File: src/logic/rank_pd_pkg.sv
// constants, types and register map for the rank power-down controller
// assumes one mclk domain and an ahb-lite slave port for configuration
package rank_pd_pkg;
  localparam int          NUM_RANKS       = 4;
  // register byte offsets
  localparam logic [11:0] PDCFG_OFFSET    = 12'h000;
  localparam logic [11:0] CTRL_OFFSET     = 12'h004;
  localparam logic [11:0] STATUS_OFFSET   = 12'h008;
  // field positions
  localparam int          TYPE_MSB        = 15;
  localparam int          TYPE_LSB        = 12;
  localparam int          IDLE_MSB        = 11;
  localparam int          IDLE_LSB        = 0;
  localparam int          CTRL_INIT_BIT   = 0;
  localparam int          CTRL_TRIEN_BIT  = 1;
  localparam int          CTRL_POP_LSB    = 4;
  localparam int          CTRL_GFX_LSB    = 8;
  // reset values
  localparam logic [15:0] PDCFG_RESET     = 16'h0000;
  localparam logic [3:0]  POP_RESET       = 4'hF;
  // power-down type encodings
  localparam logic [3:0]  PD_NONE         = 4'h0;
  localparam logic [3:0]  PD_OPEN_PAGE    = 4'h1;
  localparam logic [3:0]  PD_PRECHARGED   = 4'h2;
  localparam logic [3:0]  PD_DLL_OFF      = 4'h6;
  // exit timing in memory clock cycles
  localparam logic [4:0]  TXP_CYCLES      = 5'h03;
  localparam logic [4:0]  TXPDLL_CYCLES   = 5'h14;
  // power-up hold, 200 us at the 40 MHz clock
  localparam int          INIT_HOLD_US    = 200;
  localparam int          CLK_MHZ         = 40;
  localparam int          INIT_HOLD_CYC   = INIT_HOLD_US * CLK_MHZ;

  typedef enum logic [1:0] {
    PKG_ACTIVE = 2'h0,
    PKG_DEEP   = 2'h1,
    PKG_S3     = 2'h2,
    PKG_S4     = 2'h3
  } pkg_state_t;

  typedef enum logic [2:0] {
    RK_ACTIVE  = 3'b000,
    RK_CLOSING = 3'b001,
    RK_DOWN    = 3'b011,
    RK_EXIT    = 3'b010,
    RK_SELF    = 3'b110,
    RK_OFF     = 3'b111
  } rank_state_t;

  typedef struct packed {
    logic [NUM_RANKS-1:0] cke;
    logic [NUM_RANKS-1:0] cke_oe_n;
    logic [NUM_RANKS-1:0] cs_oe_n;
    logic [NUM_RANKS-1:0] odt_en;
    logic [NUM_RANKS-1:0] clk_en;
  } rank_pins_t;

  typedef struct packed {
    logic                 flush_req;
    logic                 close_pages;
    logic [NUM_RANKS-1:0] cmd_ok;
    logic [NUM_RANKS-1:0] data_ok;
    logic [NUM_RANKS-1:0] pages_empty;
    logic                 restore_training;
    logic                 io_keep;
  } ctl_out_t;
endpackage : rank_pd_pkg

File: src/logic/rank_pd_ctrl.sv
// per-rank clock enable and power-down sequencer with ahb-lite config port
// assumes the scheduler reports arrivals, queue state and refresh windows in mclk
`timescale 1ns/100ps
module rank_pd_ctrl #(
  parameter int INIT_HOLD = rank_pd_pkg::INIT_HOLD_CYC
) (
  input  wire logic                                mclk,
  input  wire logic                                sys_rst,
  input  wire logic                                clk_en,
  input  wire logic                                hsel,
  input  wire logic [31:0]                         haddr,
  input  wire logic [1:0]                          htrans,
  input  wire logic                                hwrite,
  input  wire logic [2:0]                          hsize,
  input  wire logic [31:0]                         hwdata,
  input  wire logic                                hready,
  output logic      [31:0]                         hrdata,
  output logic                                     hreadyout,
  output logic                                     hresp,
  input  wire logic [rank_pd_pkg::NUM_RANKS-1:0]   txn_arrive,
  input  wire logic [rank_pd_pkg::NUM_RANKS-1:0]   txn_queued,
  input  wire logic [rank_pd_pkg::NUM_RANKS-1:0]   banks_closed,
  input  wire logic                                refresh_req,
  input  wire logic                                refresh_done,
  input  wire rank_pd_pkg::pkg_state_t             pkg_state,
  input  wire logic                                ext_graphics,
  input  wire logic                                gfx_idle,
  input  wire logic                                display_pending,
  input  wire logic                                mem_req_pending,
  input  wire logic                                flush_done,
  output rank_pd_pkg::rank_pins_t                  pins,
  output rank_pd_pkg::ctl_out_t                    ctl,
  output logic                                     refresh_ready
);
  import rank_pd_pkg::*;

  // ==========================================================
  // bus slave
  logic        wr_pend_q;
  logic [11:0] wr_addr_q;
  logic [15:0] pdcfg_q;
  logic        init_done_q;
  logic        tri_en_q;
  logic [3:0]  pop_q;
  logic [3:0]  gfx_q;

  wire         bus_take   = hsel & hready & htrans[1];
  wire         bus_wr     = bus_take & hwrite;
  wire         bus_rd     = bus_take & ~hwrite;
  wire         wr_pdcfg   = wr_pend_q & (wr_addr_q == PDCFG_OFFSET);
  wire         wr_ctrl    = wr_pend_q & (wr_addr_q == CTRL_OFFSET);
  wire  [11:0] rd_addr    = haddr[11:0];

  logic [15:0] status_w;
  wire  [31:0] rd_mux     = (rd_addr == PDCFG_OFFSET)  ? {16'h0000, pdcfg_q} :
                            (rd_addr == CTRL_OFFSET)   ? {20'h00000, gfx_q, pop_q, 2'h0, tri_en_q, init_done_q} :
                            (rd_addr == STATUS_OFFSET) ? {16'h0000, status_w} : 32'h0000_0000;

  always_ff @(posedge mclk or posedge sys_rst) begin
    if (sys_rst) begin
      wr_pend_q <= 1'b0;
      wr_addr_q <= 12'h000;
      hrdata    <= 32'h0000_0000;
    end else if (clk_en) begin
      wr_pend_q <= bus_wr;
      if (bus_take) begin
        wr_addr_q <= haddr[11:0];
      end
      if (bus_rd) begin
        hrdata <= rd_mux;
      end
    end
  end

  always_ff @(posedge mclk or posedge sys_rst) begin
    if (sys_rst) begin
      hreadyout <= 1'b1;
      hresp     <= 1'b0;
    end else begin
      hreadyout <= 1'b1;
      hresp     <= 1'b0;
    end
  end

  // type in 15:12, idle count in 11:0
  always_ff @(posedge mclk or posedge sys_rst) begin
    if (sys_rst) begin
      pdcfg_q <= PDCFG_RESET;
    end else if (clk_en && wr_pdcfg) begin
      pdcfg_q <= hwdata[15:0];
    end
  end

  // everything populated and driven until software says otherwise
  always_ff @(posedge mclk or posedge sys_rst) begin
    if (sys_rst) begin
      init_done_q <= 1'b0;
      tri_en_q    <= 1'b0;
      pop_q       <= POP_RESET;
      gfx_q       <= 4'h0;
    end else if (clk_en && wr_ctrl) begin
      init_done_q <= hwdata[CTRL_INIT_BIT];
      tri_en_q    <= hwdata[CTRL_TRIEN_BIT];
      pop_q       <= hwdata[CTRL_POP_LSB +: NUM_RANKS];
      gfx_q       <= hwdata[CTRL_GFX_LSB +: NUM_RANKS];
    end
  end

  // ==========================================================
  // power-up hold counter
  // software cannot release clock enable before the hold expires
  logic [31:0] hold_q;
  wire         hold_done = (hold_q >= 32'(INIT_HOLD));

  always_ff @(posedge mclk or posedge sys_rst) begin
    if (sys_rst) begin
      hold_q <= 32'h0000_0000;
    end else if (clk_en && !hold_done) begin
      hold_q <= hold_q + 32'h0000_0001;
    end
  end

  wire         cke_allowed = init_done_q & hold_done;

  // ==========================================================
  // package level decisions
  wire  [3:0]  pd_type   = pdcfg_q[TYPE_MSB:TYPE_LSB];
  wire  [11:0] idle_lim  = pdcfg_q[IDLE_MSB:IDLE_LSB];
  wire         pd_enable = (pd_type == PD_OPEN_PAGE) | (pd_type == PD_PRECHARGED) |
                           (pd_type == PD_DLL_OFF);
  wire         deep_ok   = ext_graphics ? ~mem_req_pending
                                        : (gfx_idle & ~display_pending);
  wire         want_self = (pkg_state == PKG_S3) | ((pkg_state == PKG_DEEP) & deep_ok);
  wire         want_off  = (pkg_state == PKG_S4);

  // flush pending cycles before any rank goes to self-refresh
  logic        flushed_q;
  always_ff @(posedge mclk or posedge sys_rst) begin
    if (sys_rst) begin
      flushed_q <= 1'b0;
    end else if (clk_en) begin
      if (!want_self) begin
        flushed_q <= 1'b0;
      end else if (flush_done) begin
        flushed_q <= 1'b1;
      end
    end
  end

  wire         self_go   = want_self & flushed_q;
  wire         in_ref_w  = refresh_req & pd_enable;

  // ==========================================================
  // per-rank sequencers
  rank_state_t        st_q   [NUM_RANKS];
  logic [11:0]        idle_q [NUM_RANKS];
  logic [4:0]         exit_q [NUM_RANKS];
  logic [NUM_RANKS-1:0] cke_w;
  logic [NUM_RANKS-1:0] cmd_ok_w;
  logic [NUM_RANKS-1:0] data_ok_w;
  logic [NUM_RANKS-1:0] empty_w;
  logic [NUM_RANKS-1:0] closing_w;
  logic [NUM_RANKS-1:0] awake_w;
  logic [NUM_RANKS-1:0] down_w;
  logic [NUM_RANKS-1:0] empty_q;

  genvar r;
  generate
    for (r = 0; r < NUM_RANKS; r++) begin : g_rank
      wire idle_exp  = (idle_q[r] >= idle_lim);
      wire can_sleep = pd_enable & idle_exp & ~txn_queued[r] & ~txn_arrive[r] & ~in_ref_w;
      wire self_rank = self_go & ~gfx_q[r];
      // full five bits, a one-bit net would truncate both exit delays
      wire [4:0] exit_cnt = (pd_type == PD_DLL_OFF) ? TXPDLL_CYCLES : TXP_CYCLES;
      wire wake      = txn_arrive[r] | txn_queued[r] | in_ref_w | ~pd_enable;
      rank_state_t nxt;

      always_comb begin
        nxt = st_q[r];
        case (st_q[r])
          RK_ACTIVE: begin
            if (want_off) nxt = RK_OFF;
            else if (self_rank) nxt = RK_SELF;
            else if (can_sleep && pd_type != PD_OPEN_PAGE) nxt = RK_CLOSING;
            else if (can_sleep) nxt = RK_DOWN;
          end
          RK_CLOSING: begin
            if (wake) nxt = RK_ACTIVE;
            else if (banks_closed[r]) nxt = RK_DOWN;
          end
          RK_DOWN: begin
            if (want_off) nxt = RK_OFF;
            else if (self_rank) nxt = RK_SELF;
            else if (wake) nxt = RK_EXIT;
          end
          RK_EXIT: begin
            if (exit_q[r] == 5'h00) nxt = RK_ACTIVE;
          end
          RK_SELF: begin
            if (want_off) nxt = RK_OFF;
            else if (!want_self) nxt = RK_EXIT;
          end
          RK_OFF: begin
            if (!want_off) nxt = RK_EXIT;
          end
          default: nxt = RK_ACTIVE;
        endcase
      end

      always_ff @(posedge mclk or posedge sys_rst) begin
        if (sys_rst) begin
          st_q[r]   <= RK_ACTIVE;
          idle_q[r] <= 12'h000;
          exit_q[r] <= 5'h00;
          empty_q[r] <= 1'b0;
        end else if (clk_en) begin
          st_q[r] <= cke_allowed ? nxt : RK_ACTIVE;
          if (txn_arrive[r]) idle_q[r] <= 12'h000;
          else if (!idle_exp) idle_q[r] <= idle_q[r] + 12'h001;
          if (st_q[r] != RK_EXIT) exit_q[r] <= 5'(exit_cnt);
          else if (exit_q[r] != 5'h00) exit_q[r] <= exit_q[r] - 5'h01;
          if (nxt == RK_DOWN && st_q[r] == RK_CLOSING) empty_q[r] <= 1'b1;
          else if (txn_arrive[r]) empty_q[r] <= 1'b0;
        end
      end

      // clock enable low in power-down, self-refresh, off and before init
      assign cke_w[r]     = cke_allowed & ((st_q[r] == RK_ACTIVE) | (st_q[r] == RK_CLOSING) |
                                           (st_q[r] == RK_EXIT)) & pop_q[r];
      assign cmd_ok_w[r]  = cke_allowed & ((st_q[r] == RK_ACTIVE) | (st_q[r] == RK_EXIT &&
                            (exit_cnt - exit_q[r]) >= TXP_CYCLES));
      assign data_ok_w[r] = cke_allowed & (st_q[r] == RK_ACTIVE);
      assign empty_w[r]   = empty_q[r];
      assign closing_w[r] = (st_q[r] == RK_CLOSING);
      assign awake_w[r]   = (st_q[r] == RK_ACTIVE);
      assign down_w[r]    = (st_q[r] == RK_DOWN) | (st_q[r] == RK_SELF);
    end
  endgenerate

  // unpopulated ranks float only after software enables it
  wire  [3:0]  unused_w   = ~pop_q & {NUM_RANKS{tri_en_q}};
  wire         io_gate_w  = (pkg_state != PKG_ACTIVE);

  assign status_w = {4'h0, down_w, awake_w, cke_w};

  // ==========================================================
  // registered outputs
  always_ff @(posedge mclk or posedge sys_rst) begin
    if (sys_rst) begin
      pins          <= '0;
      ctl           <= '0;
      refresh_ready <= 1'b0;
    end else if (clk_en) begin
      pins.cke      <= cke_w & ~unused_w;
      pins.cke_oe_n <= unused_w;
      pins.cs_oe_n  <= unused_w;
      pins.odt_en   <= awake_w & ~unused_w;
      pins.clk_en   <= ~unused_w & ~{NUM_RANKS{want_off}};
      ctl.flush_req <= want_self & ~flushed_q;
      ctl.close_pages <= |closing_w;
      ctl.cmd_ok    <= cmd_ok_w;
      ctl.data_ok   <= data_ok_w;
      ctl.pages_empty <= empty_w;
      ctl.restore_training <= |(awake_w & ~cke_w) ? 1'b0 : (pkg_state == PKG_ACTIVE) & flushed_q;
      ctl.io_keep   <= io_gate_w;
      refresh_ready <= in_ref_w & (&(awake_w | unused_w)) & ~refresh_done;
    end
  end
endmodule : rank_pd_ctrl

File: config.mk
export PLATFORM = sky130hd
export DESIGN_NAME = rank_pd_ctrl
export DESIGN_NICKNAME = d
export VERILOG_FILES = /design/src/logic/rank_pd_pkg.sv /design/src/logic/rank_pd_ctrl.sv
export SDC_FILE = /design/constraint.sdc
export NUM_CORES = 1
export LEC_CHECK = 0
export CORE_ASPECT_RATIO = 0.75
export CORE_MARGIN = 2
export CORE_UTILIZATION = 35
export DETAILED_ROUTE_END_ITERATION = 10
export DONT_BUFFER_PORTS = 1
export SYNTH_ARGS = -nofsm -noshare
export SYNTH_HDL_FRONTEND = slang
export SYNTH_SLANG_ARGS = --single-unit
File: constraint.sdc
create_clock -name mclk -period 17.5 [get_ports mclk]
set_clock_uncertainty 0.05 [all_clocks]
set_input_delay 0.875 -clock mclk [delete_from_list [all_inputs] [get_ports mclk]]
set_output_delay 0.875 -clock mclk [all_outputs]
set_load 0.1 [all_outputs]
Word level (Yosys, flattened, before mapping):

Cells that the tools add are included.

* divide/modulo/power cells: 0
* multiplexer cells: 92
* multipliers: 0
* shifts and indexed selects: 0
* $lt $le $gt $ge: 9
* equality and inequality tests: 43
* reductions and logical operators: 58
* bitwise logic cells: 111
* add/subtract/negate cells: 13

Operators by type and width (count)
* 3-bit two-way mux: 56
* 12-bit two-way mux: 10
* 3-bit one-hot mux with 6 select lines: 4
* 1-bit AND: 51
* 12-bit by 1-bit adder with 12-bit output (second input constant): 4
* 12-bit greater-or-equal comparator: 4
* 5-bit two-way mux: 9
* 3-bit by 2-bit equality test with 1-bit output (second input constant): 12
* 32-bit by 1-bit adder with 32-bit output (second input constant): 1
* 32-bit by 13-bit greater-or-equal comparator with 1-bit output (second input constant): 1
* 1-bit bitwise OR: 31
* 2-bit AND reduction: 15
* 12-bit by 3-bit equality test with 1-bit output (second input constant): 2
* 3-bit equality test (second input constant): 8
* 12-bit logical NOT: 2
* 4-bit AND: 5
* 5-bit by 2-bit greater-or-equal comparator with 1-bit output (second input constant): 4
* 5-bit logical NOT: 4
* 5-bit nonzero test: 4
* 5-bit by 1-bit subtractor with 5-bit output (second input constant): 4
* 5-bit subtractor: 4
* 1-bit NOT: 19
* 2-bit nonzero test: 9
* 16-bit two-way mux: 1
* other kinds (19): 62

* logic and storage cells: 364
* bits in registers: 221
* output and inout bits: 71
* memories kept: 0
* input bits: 96
* bits in latches: 0
* memory bits (writable): 0
* bits in read-only memories: 0

Depth between registers and ports, before layout:

* word-level depth: 16
* gate-level depth with buffers: 12
* gate-level depth less buffers: 11

Least setup slack after synthesis:

Ideal clock, no wire load.

* path type: input to register
* start point: input gfx_idle
* end point: register st_q[1] in the netlist's numbering
* cell stages on the path: 7
* setup slack: 15.014 ns
* data arrival time: 2.301 ns
* library setup time: 0.134 ns
* buffers on the path: 0
* path through: nor2b_1 o2111a_1 o21ai_1 o21ai_0 a221o_1 a31oi_1 o22ai_1

* longest elaborated chain between the ends: 10

RTL lines
* from (decl): RTL line rank_pd_ctrl.sv:27 `input wire logic gfx_idle,`
* 1-bit AND *: RTL line rank_pd_ctrl.sv:132 `: (gfx_idle & ~display_pending);`
* 1-bit two-way mux *: RTL line rank_pd_ctrl.sv:131 `wire deep_ok = ext_graphics ? ~mem_req_pending`
* 1-bit AND *: RTL line rank_pd_ctrl.sv:133 `wire want_self = (pkg_state == PKG_S3) | ((pkg_state == PKG_DEEP) & deep_ok);`
* 1-bit bitwise OR *: RTL line rank_pd_ctrl.sv:133
* 1-bit AND: RTL line rank_pd_ctrl.sv:150 `wire self_go = want_self & flushed_q;`
* 1-bit AND: RTL line rank_pd_ctrl.sv:172 `wire self_rank = self_go & ~gfx_q[r];`
* 3-bit two-way mux (on tied branches): RTL line rank_pd_ctrl.sv:193, rank_pd_ctrl.sv:183
* 3-bit two-way mux (on tied branches): RTL line rank_pd_ctrl.sv:192, rank_pd_ctrl.sv:182
* 3-bit one-hot mux with 6 select lines *: RTL line rank_pd_ctrl.sv:180 `case (st_q[r])`
* 3-bit two-way mux *: RTL line rank_pd_ctrl.sv:217 `st_q[r] <= cke_allowed ? nxt : RK_ACTIVE;`
* to (signal, indexed assignment): RTL line rank_pd_ctrl.sv:217
* to (decl): RTL line rank_pd_ctrl.sv:155 `rank_state_t st_q [NUM_RANKS];`

Every way passes the cells marked *; elsewhere a longest branch is shown, timed or not.
A chain may end at the register's enable or synchronous reset.

Worst setup path in the final report:

* start point: register pdcfg_q[2]
* end point: register idle_q[32] in the netlist's numbering

* longest elaborated chain between the ends: 3

RTL lines
* from (decl): RTL line rank_pd_ctrl.sv:41 `logic [15:0] pdcfg_q;`
* from (signal assigned): RTL line rank_pd_ctrl.sv:90 `pdcfg_q <= hwdata[15:0];`
* 12-bit greater-or-equal comparator: RTL line rank_pd_ctrl.sv:170 `wire idle_exp = (idle_q[r] >= idle_lim);`
* 2-bit inequality test (no line)
* 2-bit AND reduction (no line)
* to (signal, indexed assignment): RTL line rank_pd_ctrl.sv:219 `else if (!idle_exp) idle_q[r] <= idle_q[r] + 12'h001;`
* to (decl): RTL line rank_pd_ctrl.sv:156 `logic [11:0] idle_q [NUM_RANKS];`

No other way between the ends.

==> results.md <==
* Min-Delay Path Class: input port to asynchronous set/reset pin
* Initial antenna violation count at 2
* Starting Density at 35.6%
* Yosys warnings at 0
* Synth area leaders: dfrtp_1, ha_1, o21ai_0, nand2_1, nor2_1
* Combinational power share at 10.3%
* Clock-pin slew on the worst setup and hold paths at 0.06 ns
* Gate Count Post-Synth at 1222
* Sw power at 0.377 mW
* Setup_tns at 0 ns
* R2r setup slk at 14.64 ns
* Pleak at 5.59 nW
* EDFF count, synth at 0
* CP required at 17.84 ns
* Residual DRC count at 0
* Routed Wire Length at 30.9 mm
* Top cell type by total area after synthesis: dfrtp_1
* CTS max path bufs at 3
* Post-synthesis sequential area ratio at 44.3%
* Vias in the first global route at 8501
* Power Dens Cells at 98.3 nW/µm²
* Max IR drop VDD at 68.7 µV
* Setup crit end kind: register
* H-tree depth at 1
* Synth Cell Area at 11600 µm²
* Die Y at 162 µm
* FMAX at 350 MHz
* Largest net degree at the start of global routing at 134
* RSZ-0062 raised after global routing: no
* ANT nets after route at 0
* Die W at 214 µm
* Switch share at 30.5%
* Type of the worst setup path: register to register
* Sink Count at 205
* Final Max Tran Viols at 0
* Final worst slack at 14.64 ns
* Power Total at 1.24 mW
* Seq pwr share at 48.3%
* # IOs at 167
* Clock power frac at 41.4%
* CP startpoint kind: register
* FF+latch count, synth at 205
* Slew HR at 22.6%
* Reg2reg start: pdcfg_q[2]
* CTS root buffer: clkbuf_16
* IO Port Bufs at 0
* Synth-to-Final Area Change at 8.50%
* Primary FF master, synth: dfrtp_1
* Final setup violation count at 0
* Reg2reg end: idle_q[32]
* Post-CTS Setup Repair Bufs at 0
* # nets final at 1357
* Worst-Skew Late Latency at 0.54 ns
* Reg2reg path depth at 9
* Status: complete, no violations
* Data arrival time of the worst path at 3.20 ns
* Synth cell types at 75
* Drt first pass iters at 5
* WL/cell at 18.8 µm
* Die ar. at 34600 µm²
* Async set or reset register ratio after synthesis at 100%
* Post-CTS Hold Buffers at 0
* P_int at 0.859 mW
* Worst-Margin Slew at 1.15 ns
* CTS Buf Count at 22
* Most frequent cells in the layout: dfrtp_1, nand2_1, nor2_1
* Crit-path max FO at 14
* Max-cap viol count at 0
* Tcrit/Tclk final at 16.3%
* Util after Layout at 38.7%
* Syn avg cell area at 9.49 µm²
* Commonest non-fill, non-tap cell in the layout: dfrtp_1
* Hold Vio Cnt, Final at 0
* CTS tree: done
* Total global routing overflow at 0
* CTS-repair resized insts at 0
* GP Congestion at 0.856
* Core area at 32500 µm²
* GRT Util Overall at 17.9%
* Layout cells sized above 1 at 8.26%
* Total number of vias at 8869
* Drt initial violations at 799
* Fin crit period at 2.86 ns
* DP Worst Slack at 14.47 ns
* Area share of the largest cell type after synthesis at 43.4%
* Cell Rows at 57
* First-pass GRT wire length at 49.3 mm
* Vias/cell at 5.40
* Final HPWL DP at 22.6 mm
[worst max-delay path, cell delays in order, from the launching register on]
cell and delay (ns):
dfrtp_1 0.39, inv_1 0.22, ha_1 0.30, a211oi_1 0.24, o21ai_0 0.14, a21oi_1 0.23
o211ai_1 0.43, nor4_1 0.50, xnor2_1 0.16, nor2_1 0.05
[how the worst max path moves through the flow]
stage	cells past startpoint	start	slack, ns	endpoint
2_1_floorplan	1	sys_rst	10.99	ctl[0]
3_3_place_gp	6	clk_en	14.47	pdcfg_q[12]
3_5_place_dp	6	clk_en	14.47	pdcfg_q[13]
4_1_cts	12	pdcfg_q[15]	14.62	ctl[13]
5_1_grt	9	pdcfg_q[2]	14.34	idle_q[34]
6_report	9	pdcfg_q[2]	14.64	idle_q[32]
[cell type report]
| class | count | area (µm²) |
|---|---|---|
| sequential | 205 | 5140 |
| clock inverter | 9 | 161 |
| inverter | 60 | 233 |
| multi-input combinational | 889 | 5820 |
| tap | 442 | 553 |
| fill | 3233 | 19900 |
| antenna | 1 | 2.50 |
| clock buffer | 31 | 624 |
| timing repair buffer | 5 | 37.5 |
[routing by layer]
| layer | up-vias | part of all wire (%) | GRT usage (%) |
|---|---|---|---|
| met5 | - | 0.036 | 0 |
| met4 | 2 | 2.1 | 4.45 |
| met1 | 4293 | 47 | 25.6 |
| li1 | 4228 | - | - |
| met3 | 42 | 9.3 | 5.95 |
| met2 | 304 | 42 | 26.0 |
[cell usage after synthesis (4+ instances only)]
master / count
a211oi_1: 11
a21o_1: 10
a21oi_1: 58
a222oi_1: 5
a22o_1: 8
a31oi_1: 11
a32oi_1: 8
a41oi_1: 5
and2_1: 7
and3_1: 11
buf_2: 8
buf_4: 22
clkbuf_1: 44
clkbuf_8: 6
dfrtp_1: 201
dfstp_2: 4
fa_1: 4
ha_1: 74
inv_1: 58
mux2_2: 33
nand2_1: 111
nand2b_1: 17
nand3_1: 44
nand4_1: 15
nor2_1: 107
nor2b_1: 13
nor3_1: 32
nor3b_1: 7
nor4_1: 21
o2111ai_1: 5
o211ai_1: 9
o21a_1: 10
o21ai_0: 101
o21ai_1: 4
o22a_1: 4
o22ai_1: 5
o2bb2ai_1: 7
o31ai_1: 11
or3_1: 11
xnor2_1: 38
xor2_1: 13
[flip-flops by register name (all words and copies together) (netlist names)]
register and count:
ctl 16, empty_q 4, exit_q 20, flushed_q 1, gfx_q 4, hold_q 32, hrdata 16, idle_q 48
init_done_q 1, pdcfg_q 16, pins 16, pop_q 4, refresh_ready 1, st_q 12, tri_en_q 1, wr_addr_q 12
wr_pend_q 1
[kinds of logic after synthesis]
| group | count (synthesis) | share of synthesized area (%) |
|---|---|---|
| mux | 34 | 3.29 |
| simple gates | 418 | 17.8 |
| fa+ha+maj | 78 | 8.68 |
| compound gates | 290 | 16.0 |
| xor+xnor | 51 | 3.85 |
| flops | 205 | 44.3 |
| other cells | 2 | 0.0648 |
| buf+inv | 144 | 6.03 |
[metrics by stage]
stage	hold slack, ns	area [µm²]	cells
after floorplan	0.371	11700	1238
after global placement	0.308	11800	1601
after detailed placement	0.311	11800	1601
after CTS	0.324	12600	1641
after global routing	0.331	12600	1642
final	0.285	12600	1642
[power by group through the flow]
stage	combinational (mW)	clock, mW	sequential (mW)
after floorplan	0.110	0	0.592
after global placement	0.124	0	0.606
after detailed placement	0.126	0	0.606
after CTS	0.127	0.522	0.598
after global routing	0.144	0.544	0.602
final	0.127	0.511	0.597
Note: power is estimated with default switching activity, not from simulation.
